## src/verilog/ebp_defs.svh

```systemverilog
// constants of the multiplexed external bus port: timing, port addresses, reset values
// assumes a 200 MHz core clock; included by the bus port module only, not by ebp_pkg
`ifndef EBP_DEFS_SVH
`define EBP_DEFS_SVH

`define EBP_CLK_NS 5
`define EBP_ADDR_NS 10
`define EBP_DATA_NS 20
`define EBP_RSTOUT_NS 80
// least times round up to whole cycles
`define EBP_ADDR_CYC ((`EBP_ADDR_NS + `EBP_CLK_NS - 1) / `EBP_CLK_NS)
`define EBP_DATA_CYC ((`EBP_DATA_NS + `EBP_CLK_NS - 1) / `EBP_CLK_NS)
`define EBP_RSTOUT_CYC ((`EBP_RSTOUT_NS + `EBP_CLK_NS - 1) / `EBP_CLK_NS)

`define EBP_PORT_LO_ADDR 16'h1FFE
`define EBP_PORT_HI_ADDR 16'h1FFF
`define EBP_PORT_RST 8'hFF
`define EBP_MODE_W16 2'h0
`define EBP_MODE_W8 2'h1
`define EBP_MODE_DYN 2'h2

`endif

```

## src/verilog/ebp_pkg.sv

```systemverilog
// types of the multiplexed external bus port
// assumes ebp_defs.svh for widths of counters
package ebp_pkg;

  // gray codes along idle, address, data, done
  typedef enum logic [1:0] {
    EBP_IDLE = 2'h0,
    EBP_ADDR = 2'h1,
    EBP_DATA = 2'h3,
    EBP_DONE = 2'h2
  } ebp_state_t;

  typedef struct packed {
    ebp_state_t st;
    logic [15:0] addr;
    logic [15:0] wdata;
    logic we;
    logic byte_acc;
    logic narrow;
    logic second;
    logic [4:0] cnt;
    logic [15:0] rdata;
    logic [15:0] lines_o;
    logic lines_oe;
    logic ale;
    logic rd_b;
    logic wr_b;
    logic [7:0] port_lo;
    logic [7:0] port_hi;
    logic [4:0] rst_cnt;
  } ebp_reg_t;

endpackage

```

## src/verilog/ebp_bus_port.sv

```systemverilog
// multiplexed address/data external bus port with shared i/o ports and reset pin
// assumes a single core requester on clk; pins are asynchronous and synchronised here
`timescale 1ns/100ps
`include "ebp_defs.svh"

// How it works
// - address and data share the sixteen multiplexed lines within each access
// - a full sixteen-bit address is driven in every width mode
// - standard mode moves data over all sixteen lines
// - fixed narrow mode moves every datum over the low eight lines
// - dynamic mode picks eight or sixteen bits per external cycle
// - outside decode drives width select; low selects an eight-bit cycle
// - the bus lines double as two i/o ports while no bus cycle runs
// - with access select high, the two port addresses hit the port latches
// - with access select low, the two port addresses go to external memory
// - reset pin is sensed and also pulled low, so sources must be wired-or
module ebp_bus_port (
  input wire logic clk,
  input wire logic rst_b,
  input wire logic ce,
  input wire logic [1:0] bus_mode,
  input wire logic req,
  input wire logic req_we,
  input wire logic req_byte,
  input wire logic [15:0] req_addr,
  input wire logic [15:0] req_wdata,
  output logic ack,
  output logic [15:0] rdata,
  input wire logic [15:0] muxed_addr_data_lines_i,
  output logic [15:0] muxed_addr_data_lines_o,
  output logic muxed_addr_data_lines_oe,
  output logic ale,
  output logic rd_b,
  output logic wr_b,
  input wire logic bus_width_select,
  input wire logic external_access_select,
  input wire logic reset_pin_i,
  output logic reset_pin_o,
  output logic reset_pin_oe,
  input wire logic reset_req,
  output logic core_reset
);

  ebp_pkg::ebp_reg_t s_q, s_d;
  logic [15:0] lines_s;
  logic bw_s, ea_s, rpin_s;
  logic take, port_hit, beat_narrow;

  ebp_sync #(.W(16)) u_lines_sync (.clk(clk), .rst_b(rst_b), .ce(ce),
    .d(muxed_addr_data_lines_i), .q(lines_s));
  ebp_sync #(.W(3)) u_pin_sync (.clk(clk), .rst_b(rst_b), .ce(ce),
    .d({bus_width_select, external_access_select, reset_pin_i}),
    .q({bw_s, ea_s, rpin_s}));

  // port addresses differ only in the lowest address bit
  function automatic logic is_port(input logic [15:0] a);
    is_port = (a[15:1] == 15'(`EBP_PORT_LO_ADDR >> 1));
  endfunction

  // write data placed on the lines for one beat
  function automatic logic [15:0] wr_lanes(input logic [15:0] a, input logic [15:0] d,
                                           input logic bt, input logic nar, input logic sec);
    if (nar) begin
      wr_lanes = {a[15:8], sec ? d[15:8] : d[7:0]};
    end else if (bt) begin
      wr_lanes = {d[7:0], d[7:0]};
    end else begin
      wr_lanes = d;
    end
  endfunction

  assign take = (s_q.st == ebp_pkg::EBP_IDLE) && req;
  assign port_hit = ea_s && is_port(req_addr);
  // width of this beat decided at the close of the address phase
  always_comb begin
    unique case (bus_mode)
      `EBP_MODE_W16: beat_narrow = 1'b0;
      `EBP_MODE_W8: beat_narrow = 1'b1;
      default: beat_narrow = !bw_s;
    endcase
  end

  // next state of the whole port
  always_comb begin
    s_d = s_q;
    if (s_q.rst_cnt != 5'h00) begin
      s_d.rst_cnt = s_q.rst_cnt - 5'h01;
    end else if (reset_req) begin
      s_d.rst_cnt = 5'(`EBP_RSTOUT_CYC);
    end
    unique case (s_q.st)
      ebp_pkg::EBP_IDLE: begin
        s_d.ale = 1'b0;
        // idle lines carry the port latches only when ports are live
        s_d.lines_o = {s_q.port_hi, s_q.port_lo};
        s_d.lines_oe = ea_s;
        if (take) begin
          s_d.addr = req_addr;
          s_d.wdata = req_wdata;
          s_d.we = req_we;
          s_d.byte_acc = req_byte;
          s_d.second = 1'b0;
          if (port_hit) begin
            // port access never starts a bus cycle
            s_d.st = ebp_pkg::EBP_DONE;
            s_d.rdata = req_byte ? {8'h00, req_addr[0] ? lines_s[15:8] : lines_s[7:0]}
                                 : lines_s;
            if (req_we && (!req_byte || !req_addr[0])) begin
              s_d.port_lo = req_wdata[7:0];
            end
            if (req_we && (!req_byte || req_addr[0])) begin
              s_d.port_hi = req_byte ? req_wdata[7:0] : req_wdata[15:8];
            end
          end else begin
            s_d.st = ebp_pkg::EBP_ADDR;
            s_d.cnt = 5'(`EBP_ADDR_CYC - 1);
            s_d.lines_o = req_addr;
            s_d.lines_oe = 1'b1;
            s_d.ale = 1'b1;
          end
        end
      end
      ebp_pkg::EBP_ADDR: begin
        // strobe falls one cycle before the address leaves the lines
        s_d.ale = 1'b0;
        s_d.cnt = s_q.cnt - 5'h01;
        if (s_q.cnt == 5'h00) begin
          s_d.st = ebp_pkg::EBP_DATA;
          s_d.cnt = 5'(`EBP_DATA_CYC - 1);
          s_d.narrow = beat_narrow;
          s_d.lines_oe = s_q.we;
          s_d.lines_o = wr_lanes(s_q.addr, s_q.wdata, s_q.byte_acc, beat_narrow, s_q.second);
          s_d.rd_b = s_q.we;
          s_d.wr_b = !s_q.we;
        end
      end
      ebp_pkg::EBP_DATA: begin
        s_d.cnt = s_q.cnt - 5'h01;
        if (s_q.cnt == 5'h00) begin
          s_d.rd_b = 1'b1;
          s_d.wr_b = 1'b1;
          s_d.lines_oe = 1'b0;
          if (s_q.narrow && s_q.second) begin
            s_d.rdata[15:8] = lines_s[7:0];
          end else if (s_q.narrow) begin
            s_d.rdata = {8'h00, lines_s[7:0]};
          end else if (s_q.byte_acc) begin
            s_d.rdata = {8'h00, s_q.addr[0] ? lines_s[15:8] : lines_s[7:0]};
          end else begin
            s_d.rdata = lines_s;
          end
          if (s_q.narrow && !s_q.byte_acc && !s_q.second) begin
            // narrow word: second byte beat at the odd address
            s_d.st = ebp_pkg::EBP_ADDR;
            s_d.second = 1'b1;
            s_d.addr = s_q.addr | 16'h0001;
            s_d.cnt = 5'(`EBP_ADDR_CYC - 1);
            s_d.lines_o = s_q.addr | 16'h0001;
            s_d.lines_oe = 1'b1;
            s_d.ale = 1'b1;
          end else begin
            s_d.st = ebp_pkg::EBP_DONE;
          end
        end
      end
      ebp_pkg::EBP_DONE: begin
        s_d.st = ebp_pkg::EBP_IDLE;
      end
    endcase
  end

  // one register for all state; clock enable freezes everything
  always_ff @(posedge clk or negedge rst_b) begin
    if (!rst_b) begin
      s_q <= '{st: ebp_pkg::EBP_IDLE, addr: 16'h0000, wdata: 16'h0000, we: 1'b0,
               byte_acc: 1'b0, narrow: 1'b0, second: 1'b0, cnt: 5'h00, rdata: 16'h0000,
               lines_o: 16'h0000, lines_oe: 1'b0, ale: 1'b0, rd_b: 1'b1, wr_b: 1'b1,
               port_lo: `EBP_PORT_RST, port_hi: `EBP_PORT_RST, rst_cnt: 5'h00};
    end else if (ce) begin
      s_q <= s_d;
    end
  end

  assign ack = (s_q.st == ebp_pkg::EBP_DONE);
  assign rdata = s_q.rdata;
  assign muxed_addr_data_lines_o = s_q.lines_o;
  assign muxed_addr_data_lines_oe = s_q.lines_oe;
  assign ale = s_q.ale;
  assign rd_b = s_q.rd_b;
  assign wr_b = s_q.wr_b;
  // open-drain style: only ever pulls low, so it can share a wired-or line
  assign reset_pin_o = 1'b0;
  assign reset_pin_oe = (s_q.rst_cnt != 5'h00);
  assign core_reset = !rpin_s;
endmodule // ebp_bus_port

```

## src/verilog/ebp_sync.sv

```systemverilog
// two-flop synchroniser for pin levels entering the core clock domain
// assumes inputs are quasi-static levels; multi-bit values are only sampled when settled
`timescale 1ns/100ps
module ebp_sync #(
  parameter int W = 1
) (
  input wire logic clk,
  input wire logic rst_b,
  input wire logic ce,
  input wire logic [W-1:0] d,
  output logic [W-1:0] q
);

  logic [W-1:0] meta_q;

  // first stage feeds only the second stage
  always_ff @(posedge clk or negedge rst_b) begin
    if (!rst_b) begin
      meta_q <= '0;
      q <= '0;
    end else if (ce) begin
      meta_q <= d;
      q <= meta_q;
    end
  end

endmodule // ebp_sync
```

## config.mk

```make
export PLATFORM = sky130hd
export DESIGN_NAME = ebp_bus_port
export DESIGN_NICKNAME = d
export VERILOG_FILES = /design/src/verilog/ebp_pkg.sv /design/src/verilog/ebp_bus_port.sv /design/src/verilog/ebp_sync.sv
export VERILOG_INCLUDE_DIRS = /design/src /design/src/verilog
export SDC_FILE = /design/constraint.sdc
export NUM_CORES = 1
export LEC_CHECK = 0
export ABC_AREA = 1
export BUFFER_PORTS_ARGS = -buffer_cell sky130_fd_sc_hd__buf_2
export CORE_MARGIN = 1.5
export CORE_UTILIZATION = 30
export CTS_BUF_LIST = sky130_fd_sc_hd__clkbuf_16
export DETAILED_ROUTE_END_ITERATION = 8
export GPL_TIMING_DRIVEN = 0
export HOLD_SLACK_MARGIN = 0.1
export PLACE_DENSITY = 0.59
export SKIP_CTS_REPAIR_TIMING = 1
export SYNTH_ARGS = -nofsm -noshare
export SYNTH_HDL_FRONTEND = slang
export SYNTH_SLANG_ARGS = --single-unit
```

## constraint.sdc

```tcl
create_clock -name clk -period 1.75 [get_ports clk]
set_input_delay 0 -clock clk [delete_from_list [all_inputs] [get_ports clk]]
set_output_delay 0 -clock clk [all_outputs]
set_load 0.005 [all_outputs]
```

==> results of run 1 <==
==> registers in the layout, indices dropped and copies added, names as in the netlist <==
| register | cells |
|---|---|
| s_q | 64 |
| wr_b | 1 |
| muxed_addr_data_lines_o | 16 |
| muxed_addr_data_lines_oe | 1 |
| u_pin_sync.q | 3 |
| u_lines_sync.q | 16 |
| ale | 1 |
| u_lines_sync.meta_q | 16 |
| rd_b | 1 |
| rdata | 16 |
| u_pin_sync.meta_q | 3 |
==> placed cells by master (no fill, tap or decap), types with 4 or more instances in the layout <==
master and instances:
nand2_2 6, clkbuf_1 16, nor2_1 26, o211ai_1 8, nand3_4 6, o22ai_1 10, dfrtp_1 119, inv_6 6
nand2_4 6, buf_4 51, clkbuf_4 4, nand4_1 18, nor2_2 6, o21ai_0 69, a22oi_1 9, nand2_1 424
clkinv_4 5, inv_1 87, inv_2 7, a21oi_1 12, nand3_1 75, o21ai_1 13, dlygate4sd3_1 55, dfstp_2 18
clkbuf_16 17, o21ai_2 17, buf_2 105, buf_6 9
==> report_power, final <==
group          switching, mW  internal [mW]  total [mW]
clock network           1.52           2.27        3.79
registers              0.649           4.13        4.78
logic                   3.39           2.33        5.72
==> worst max-delay path: stages, from the launching register on <==
cell	delay [ns]
dfrtp_1	0.38
buf_6	0.15
nor2_4	0.12
nand2_4	0.10
inv_6	0.12
nand2_4	0.07
nor2_4	0.18
nand3_4	0.15
buf_6	0.20
nand2_1	0.07
o21ai_2	0.05
==> cell families after synthesis <==
logic type / synth area share (%)
AO/OA/AOI/OAI: 10.9
XOR/XNOR: 0.227
adder cells (fa/ha/maj): 0.325
buffers and inverters: 11.6
flip-flops: 45.1
other: 0.0487
AND/OR/NAND/NOR: 31.7
==> path summary, 6_finish.rpt <==
path	endpoint	slack (ns)	cells past startpoint	startpoint
max in group asynchronous	wr_b	0.81	3	rst_b
setup reg to reg	s_q[20]	0.08	10	s_q[98]
min in group clk	s_q[65]	0.14	5	req_we
hold / removal	s_q[0]	0.10	2	rst_b
setup / recovery	s_q[20]	0.08	10	s_q[98]
hold reg to reg	rdata[5]	0.47	2	rdata[5]
==> per-stage QoR <==
| step | setup WS (ns) | cells |
|---|---|---|
| 6_report | 0.0785 | 1567 |
| 5_1_grt | -0.0149 | 1567 |
| 4_1_cts | -0.211 | 1500 |
| 3_5_place_dp | -0.191 | 1468 |
| 3_3_place_gp | -1.33 | 1467 |
| 2_1_floorplan | 0.214 | 1040 |
==> metal layers <==
layer / track usage [%] / share of wire, % / vias to the layer above / routed length (um)
li1: - / - / 3655 / -
met4: 6.51 / 2.7 / 0 / 640
met5: 0 / 0 / - / 0
met1: 24.7 / 46 / 3409 / 11000
met2: 27.6 / 46 / 219 / 10900
met3: 3.53 / 5.0 / 45 / 1180
==> area by class of cell <==
type,count,share of cell area [%]
Buffer,80,5.57
Clock buffer,17,4.25
Clock inverter,15,1.89
Inverter,97,3.77
Multi-Input combinational cell,725,34.1
Sequential cell,138,34.7
Tap cell,330,4.12
Timing Repair Buffer,165,11.6
==> flow_summary_export.csv, run 1 <==
group,metric,value,unit
logic_synthesis,syn-num-nets,1102,
grt,grt_max_degree,80,
worst_setup_path,cp.required,2.12,ns
floorplanning,die_y,163,um
logic_synthesis,async_reset_ff_share,100,%
sta,min_period,1.67,ns
logic_synthesis,ys.flop_type,"dfrtp_1",
worst_setup_path,startpoint_type,"register",
final_layout,antenna_cells,0,
logic_synthesis,synth_top_cell_area_share,39.0,%
power,irDropWorstVdd,674,uV
place,io_buffers,97,
clocking,htreeDepth,4,
logic_synthesis,synth.yosys.seq_area_share,45.1,%
routing,wl_per_cell,15.1,um
final_layout,regArea,3480,um2
power,power,14.3,mW
logic_synthesis,synth_common_cells,"nand2_1, dfrtp_1, inv_1, nand3_1, o21ai_0",
routing,drtPass1Iterations,5,
floorplanning,die_w,163,um
clocking,numClockSinks,138,
logic_synthesis,synth_area,7700,um2
sta,tns,0,ns
final_layout,drive_above_1_share,23.0,%
grt,grt_pass1_vias,6691,
sta,clock_skew,0.0116,ns
routing,viasPerCell,4.68,
logic_synthesis,netlist_top_cells_area,"dfrtp_1, nand2_1, dfstp_2, nand3_1, o21ai_0",
clocking,clk_pin_slew,0.07,ns
logic_synthesis,yosysTopAreaCell,"dfrtp_1",
sta,tightest_slew,0.596,ns
logic_synthesis,synth_cells,1040,
worst_setup_path,worst_setup_path_end_kind,"register",
clocking,cts-buffers-inserted,17,
final_layout,utilization,39.8,%
worst_setup_path,critPathKind,"reg2reg",
final_layout,area_delta_synth_final,30.1,%
floorplanning,die_area,26600,um2
sta,max_slew_margin,60.2,%
clocking,tritoncts,"done",
worst_setup_path,critPathMaxFanout,10,
sta,hold_viol,0,
place,gp_congestion,0.920,
floorplanning,pin_count,100,
sta,timing.fmax,598,MHz
grt,grt_use_total,17.9,%
routing,drt_iter0_markers,497,
place,place_hpwl,17.5,mm
logic_synthesis,synth_cell_types,39,
logic_synthesis,synth_area_per_cell,7.41,um2
run,max_cap_viol_count,0,
sta,final_max_slew_viol_count,0,
worst_hold_path,hp-class,"in2async",
grt,grt_pass1_wl,36.5,mm
sta,setup_viol,0,
routing,ant_nets,0,
floorplanning,core,25200,um2
power,p_leak,5.13,nW
logic_synthesis,ys_seq_elements,138,
routing,wl,23.7,mm
final_layout,fillers,2560,
logic_synthesis,synth_edf_count,0,
worst_setup_path,arrival,2.04,ns
final_layout,finalInstanceArea,10000,um2
final_layout,multi_input_area,3420,um2
floorplanning,initial_core_util,30.6,%
logic_synthesis,yosysMostFrequentCell,"nand2_1",
logic_synthesis,ys.warnings.count,0,
clocking,root_buffer,"clkbuf_16",
final_layout,fin_nets,1286,
sta,holdWs,0.104,ns
clocking,insertion_delay,0.43,ns
outcome,status,"finished, final reports clean",
place,placed_cell_area,8630,um2
clocking,cts_buffer_depth,2,
power,p_per_area,1430,nW/um2
grt,grt-ovfl-total,0,
routing,drc_errors,0,
routing,vias,7328,
sta,fin_crit_sh,95.5,%
grt,antenna_found_initial,0,
floorplanning,num_rows,58,
(Power assumes the default switching activity.)
==> run 2, diff against run 1 <==
--- a/config.mk
+++ b/config.mk
@@ -18,4 +18,5 @@
 export SKIP_CTS_REPAIR_TIMING = 1
 export SYNTH_ARGS = -nofsm -noshare
 export SYNTH_HDL_FRONTEND = slang
+export SYNTH_HIERARCHICAL = 1
 export SYNTH_SLANG_ARGS = --single-unit
==> flow_summary_export.csv, run 2 <==
group,metric,value,unit
outcome,status,"finished, final reports clean",
worst_setup_path,reg2reg_slack,0.05,ns
logic_synthesis,yosysMostFrequentCell,"nand2_1",
floorplanning,die_y,164,um
sta,max_slew_margin,59.7,%
routing,ant_nets,0,
final_layout,fillers,2643,
final_layout,largest_reg_flops,64,
floorplanning,core,25300,um2
clocking,htreeDepth,4,
grt,grt_use_total,17.2,%
worst_setup_path,reg2reg_to,"muxed_addr_data_lines_o[0]",
place,io_buffers,97,
sta,timing.fmax,587,MHz
grt,grt.met2_usage,26.8,%
routing,viasPerCell,4.59,
power,power_frac_comb,40.5,%
clocking,clk_pin_slew,0.06,ns
worst_setup_path,startpoint_type,"register",
power,p_per_area,1390,nW/um2
worst_setup_path,cp.required,2.11,ns
logic_synthesis,syn-num-nets,1118,
floorplanning,initial_core_util,30.8,%
logic_synthesis,synth_cell_types,41,
power,p_int,8.54,mW
final_layout,drive_above_1_share,24.1,%
power,clockPowerShare,25.9,%
routing,wl_per_cell,14.5,um
logic_synthesis,ys.warnings.count,6,
power,p_sw,5.52,mW
grt,grt_util_met1,23.3,%
clocking,numClockSinks,138,
final_layout,fin_nets,1306,
power,p_sw_share,39.3,%
final_layout,layout_commonest_cell,"nand2_1",
worst_setup_path,critPathMaxFanout,10,
sta,hold_viol,0,
logic_synthesis,synth_common_cells,"nand2_1, dfrtp_1, inv_1, nand3_1, o21ai_0",
clocking,cts_buffer_depth,2,
place,gp_congestion,0.864,
logic_synthesis,async_reset_ff_share,100,%
final_layout,final_cell_mix,"nand2_1, dfrtp_1, buf_2",
routing,drt_iter0_markers,621,
worst_setup_path,arrival,2.07,ns
worst_setup_path,r2r_cells,8,
logic_synthesis,synth.yosys.seq_area_share,44.6,%
sta,final_max_slew_viol_count,0,
grt,grt_pass1_vias,6678,
routing,drtPass1Iterations,5,
logic_synthesis,netlist_top_cells_area,"dfrtp_1, nand2_1, dfstp_2, nand3_1, inv_1",
worst_setup_path,worst_setup_path_end_kind,"register",
logic_synthesis,yosysTopAreaCell,"dfrtp_1",
floorplanning,pin_count,100,
clocking,root_buffer,"clkbuf_16",
grt,grt_max_degree,79,
floorplanning,die_area,27000,um2
power,power_frac_seq,33.6,%
clocking,cts-buffers-inserted,17,
final_layout,top_register,"s_q",
sta,fin_crit_sh,97.3,%
floorplanning,num_rows,58,
worst_setup_path,worstSetupStartpoint,"s_q[98]",
logic_synthesis,synth_edf_count,0,
floorplanning,die_w,164,um
logic_synthesis,ys_seq_elements,138,
sta,clock_skew,0.00836,ns
grt,grt-ovfl-total,0,
routing,drc_errors,0,
grt,grt_pass1_wl,35.4,mm
logic_synthesis,synth_top_cell_area_share,38.5,%
worst_setup_path,reg2reg_from,"s_q[98]",
worst_setup_path,worstSetupEndpoint,"muxed_addr_data_lines_o[0]",
sta,min_period,1.70,ns
logic_synthesis,synth_area_per_cell,7.38,um2
run,max_cap_viol_count,0,
final_layout,antenna_cells,0,
power,p_leak,5.18,nW
worst_hold_path,hp-class,"in2reg",
logic_synthesis,synth_cells,1056,
clocking,tritoncts,"done",
sta,tns,0,ns
sta,setup_viol,0,
place,place_hpwl,16.7,mm
grt,use_met3,2.93,%
sta,tightest_slew,0.605,ns
routing,wl,23.0,mm
logic_synthesis,synth_area,7800,um2
final_layout,utilization,40.0,%
clocking,insertion_delay,0.43,ns
logic_synthesis,ys.flop_type,"dfrtp_1",
power,irDropWorstVdd,595,uV
worst_setup_path,critPathKind,"reg2reg",
grt,grt_busiest_layer,"met2",
final_layout,area_delta_synth_final,29.9,%
grt,antenna_found_initial,0,
routing,vias,7280,
-- run 2: cell types whose count changed after synthesis, moves of 6 or more --
cell      delta
o21ai_1     +16
nand4_1     -15
nand2_2     +14
clkbuf_1    -11
a21oi_1      +9
a22oi_1      -9
nand2_1      +7
o21a_1       +7
o211ai_1     -6
o22ai_1      -6
-- run 2: final cells by class --
type / instances / area (um2) / area share [%]
sequential: 138 / 3480 / 34.4
inverter: 104 / 403 / 3.98
timing repair buffer: 170 / 1210 / 12.0
buffer: 77 / 604 / 5.97
multi-input combinational: 736 / 3420 / 33.7
clock buffer: 17 / 425 / 4.20
tap: 330 / 413 / 4.08
clock inverter: 15 / 168 / 1.66
-- run 2: power groups by stage --
stage | clock, mW | sequential, mW | combinational (mW)
2_1_floorplan | 0 | 4.56 | 3.77
3_3_place_gp | 0 | 4.71 | 5.16
3_5_place_dp | 0 | 4.73 | 5.24
4_1_cts | 3.72 | 4.69 | 5.27
5_1_grt | 3.86 | 4.83 | 6.44
6_report | 3.64 | 4.72 | 5.70
-- run 2: how the worst min path moves through the flow --
| stage | slack, ns | startpoint | end | cells after the start |
|---|---|---|---|---|
| after detailed placement | 0.03 | rst_b | s_q[60] | 1 |
| after CTS | -0.42 | rst_b | s_q[57] | 1 |
| after global routing | 0.12 | req_addr[0] | muxed_addr_data_lines_o[0] | 5 |
| after floorplan | -0.30 | rst_b | ale | 0 |
| after global placement | 0.20 | muxed_addr_data_lines_i[2] | u_lines_sync/meta_q[2] | 3 |
| final | 0.09 | req_addr[0] | muxed_addr_data_lines_o[0] | 5 |
-- run 2: per-layer routing --
| metal | wire length, um | share of wire, % |
|---|---|---|
| met1 | 10600 | 46 |
| met2 | 10500 | 45 |
| met3 | 1250 | 5.4 |
| met4 | 713 | 3.1 |
| met5 | 0 | 0 |
-- run 2: cells by family after synthesis --
| kind of cell | share of synthesized area, % |
|---|---|
| AOI/OAI and AO/OA | 10.8 |
| xor gates and xnor gates | 0.112 |
| adders and majority gates | 0.321 |
| buffers and inverters | 12.7 |
| DFF | 44.6 |
| other | 0.0481 |
| and+or+nand+nor | 31.5 |
-- run 2: worst max-delay path: stages, from the launching register on --
cell     delay, ns
dfrtp_1       0.32
buf_4         0.19
inv_2         0.13
nor2_4        0.24
buf_4         0.23
nand3_1       0.18
a21oi_2       0.21
nand2_1       0.09
nand2_1       0.06
-- run 2: per-stage QoR --
stage	power (mW)	instance area, um2	hold slack (ns)	setup slack [ns]	instances
floorplan	8.33	7800	-0.296	0.237	1056
global placement	9.86	8690	0.200	-1.35	1483
detailed placement	9.97	8730	0.0266	-0.294	1484
CTS	13.7	9320	-0.423	-0.330	1516
global route	15.1	10100	0.118	-0.0488	1587
finish	14.1	10100	0.0898	0.0470	1587
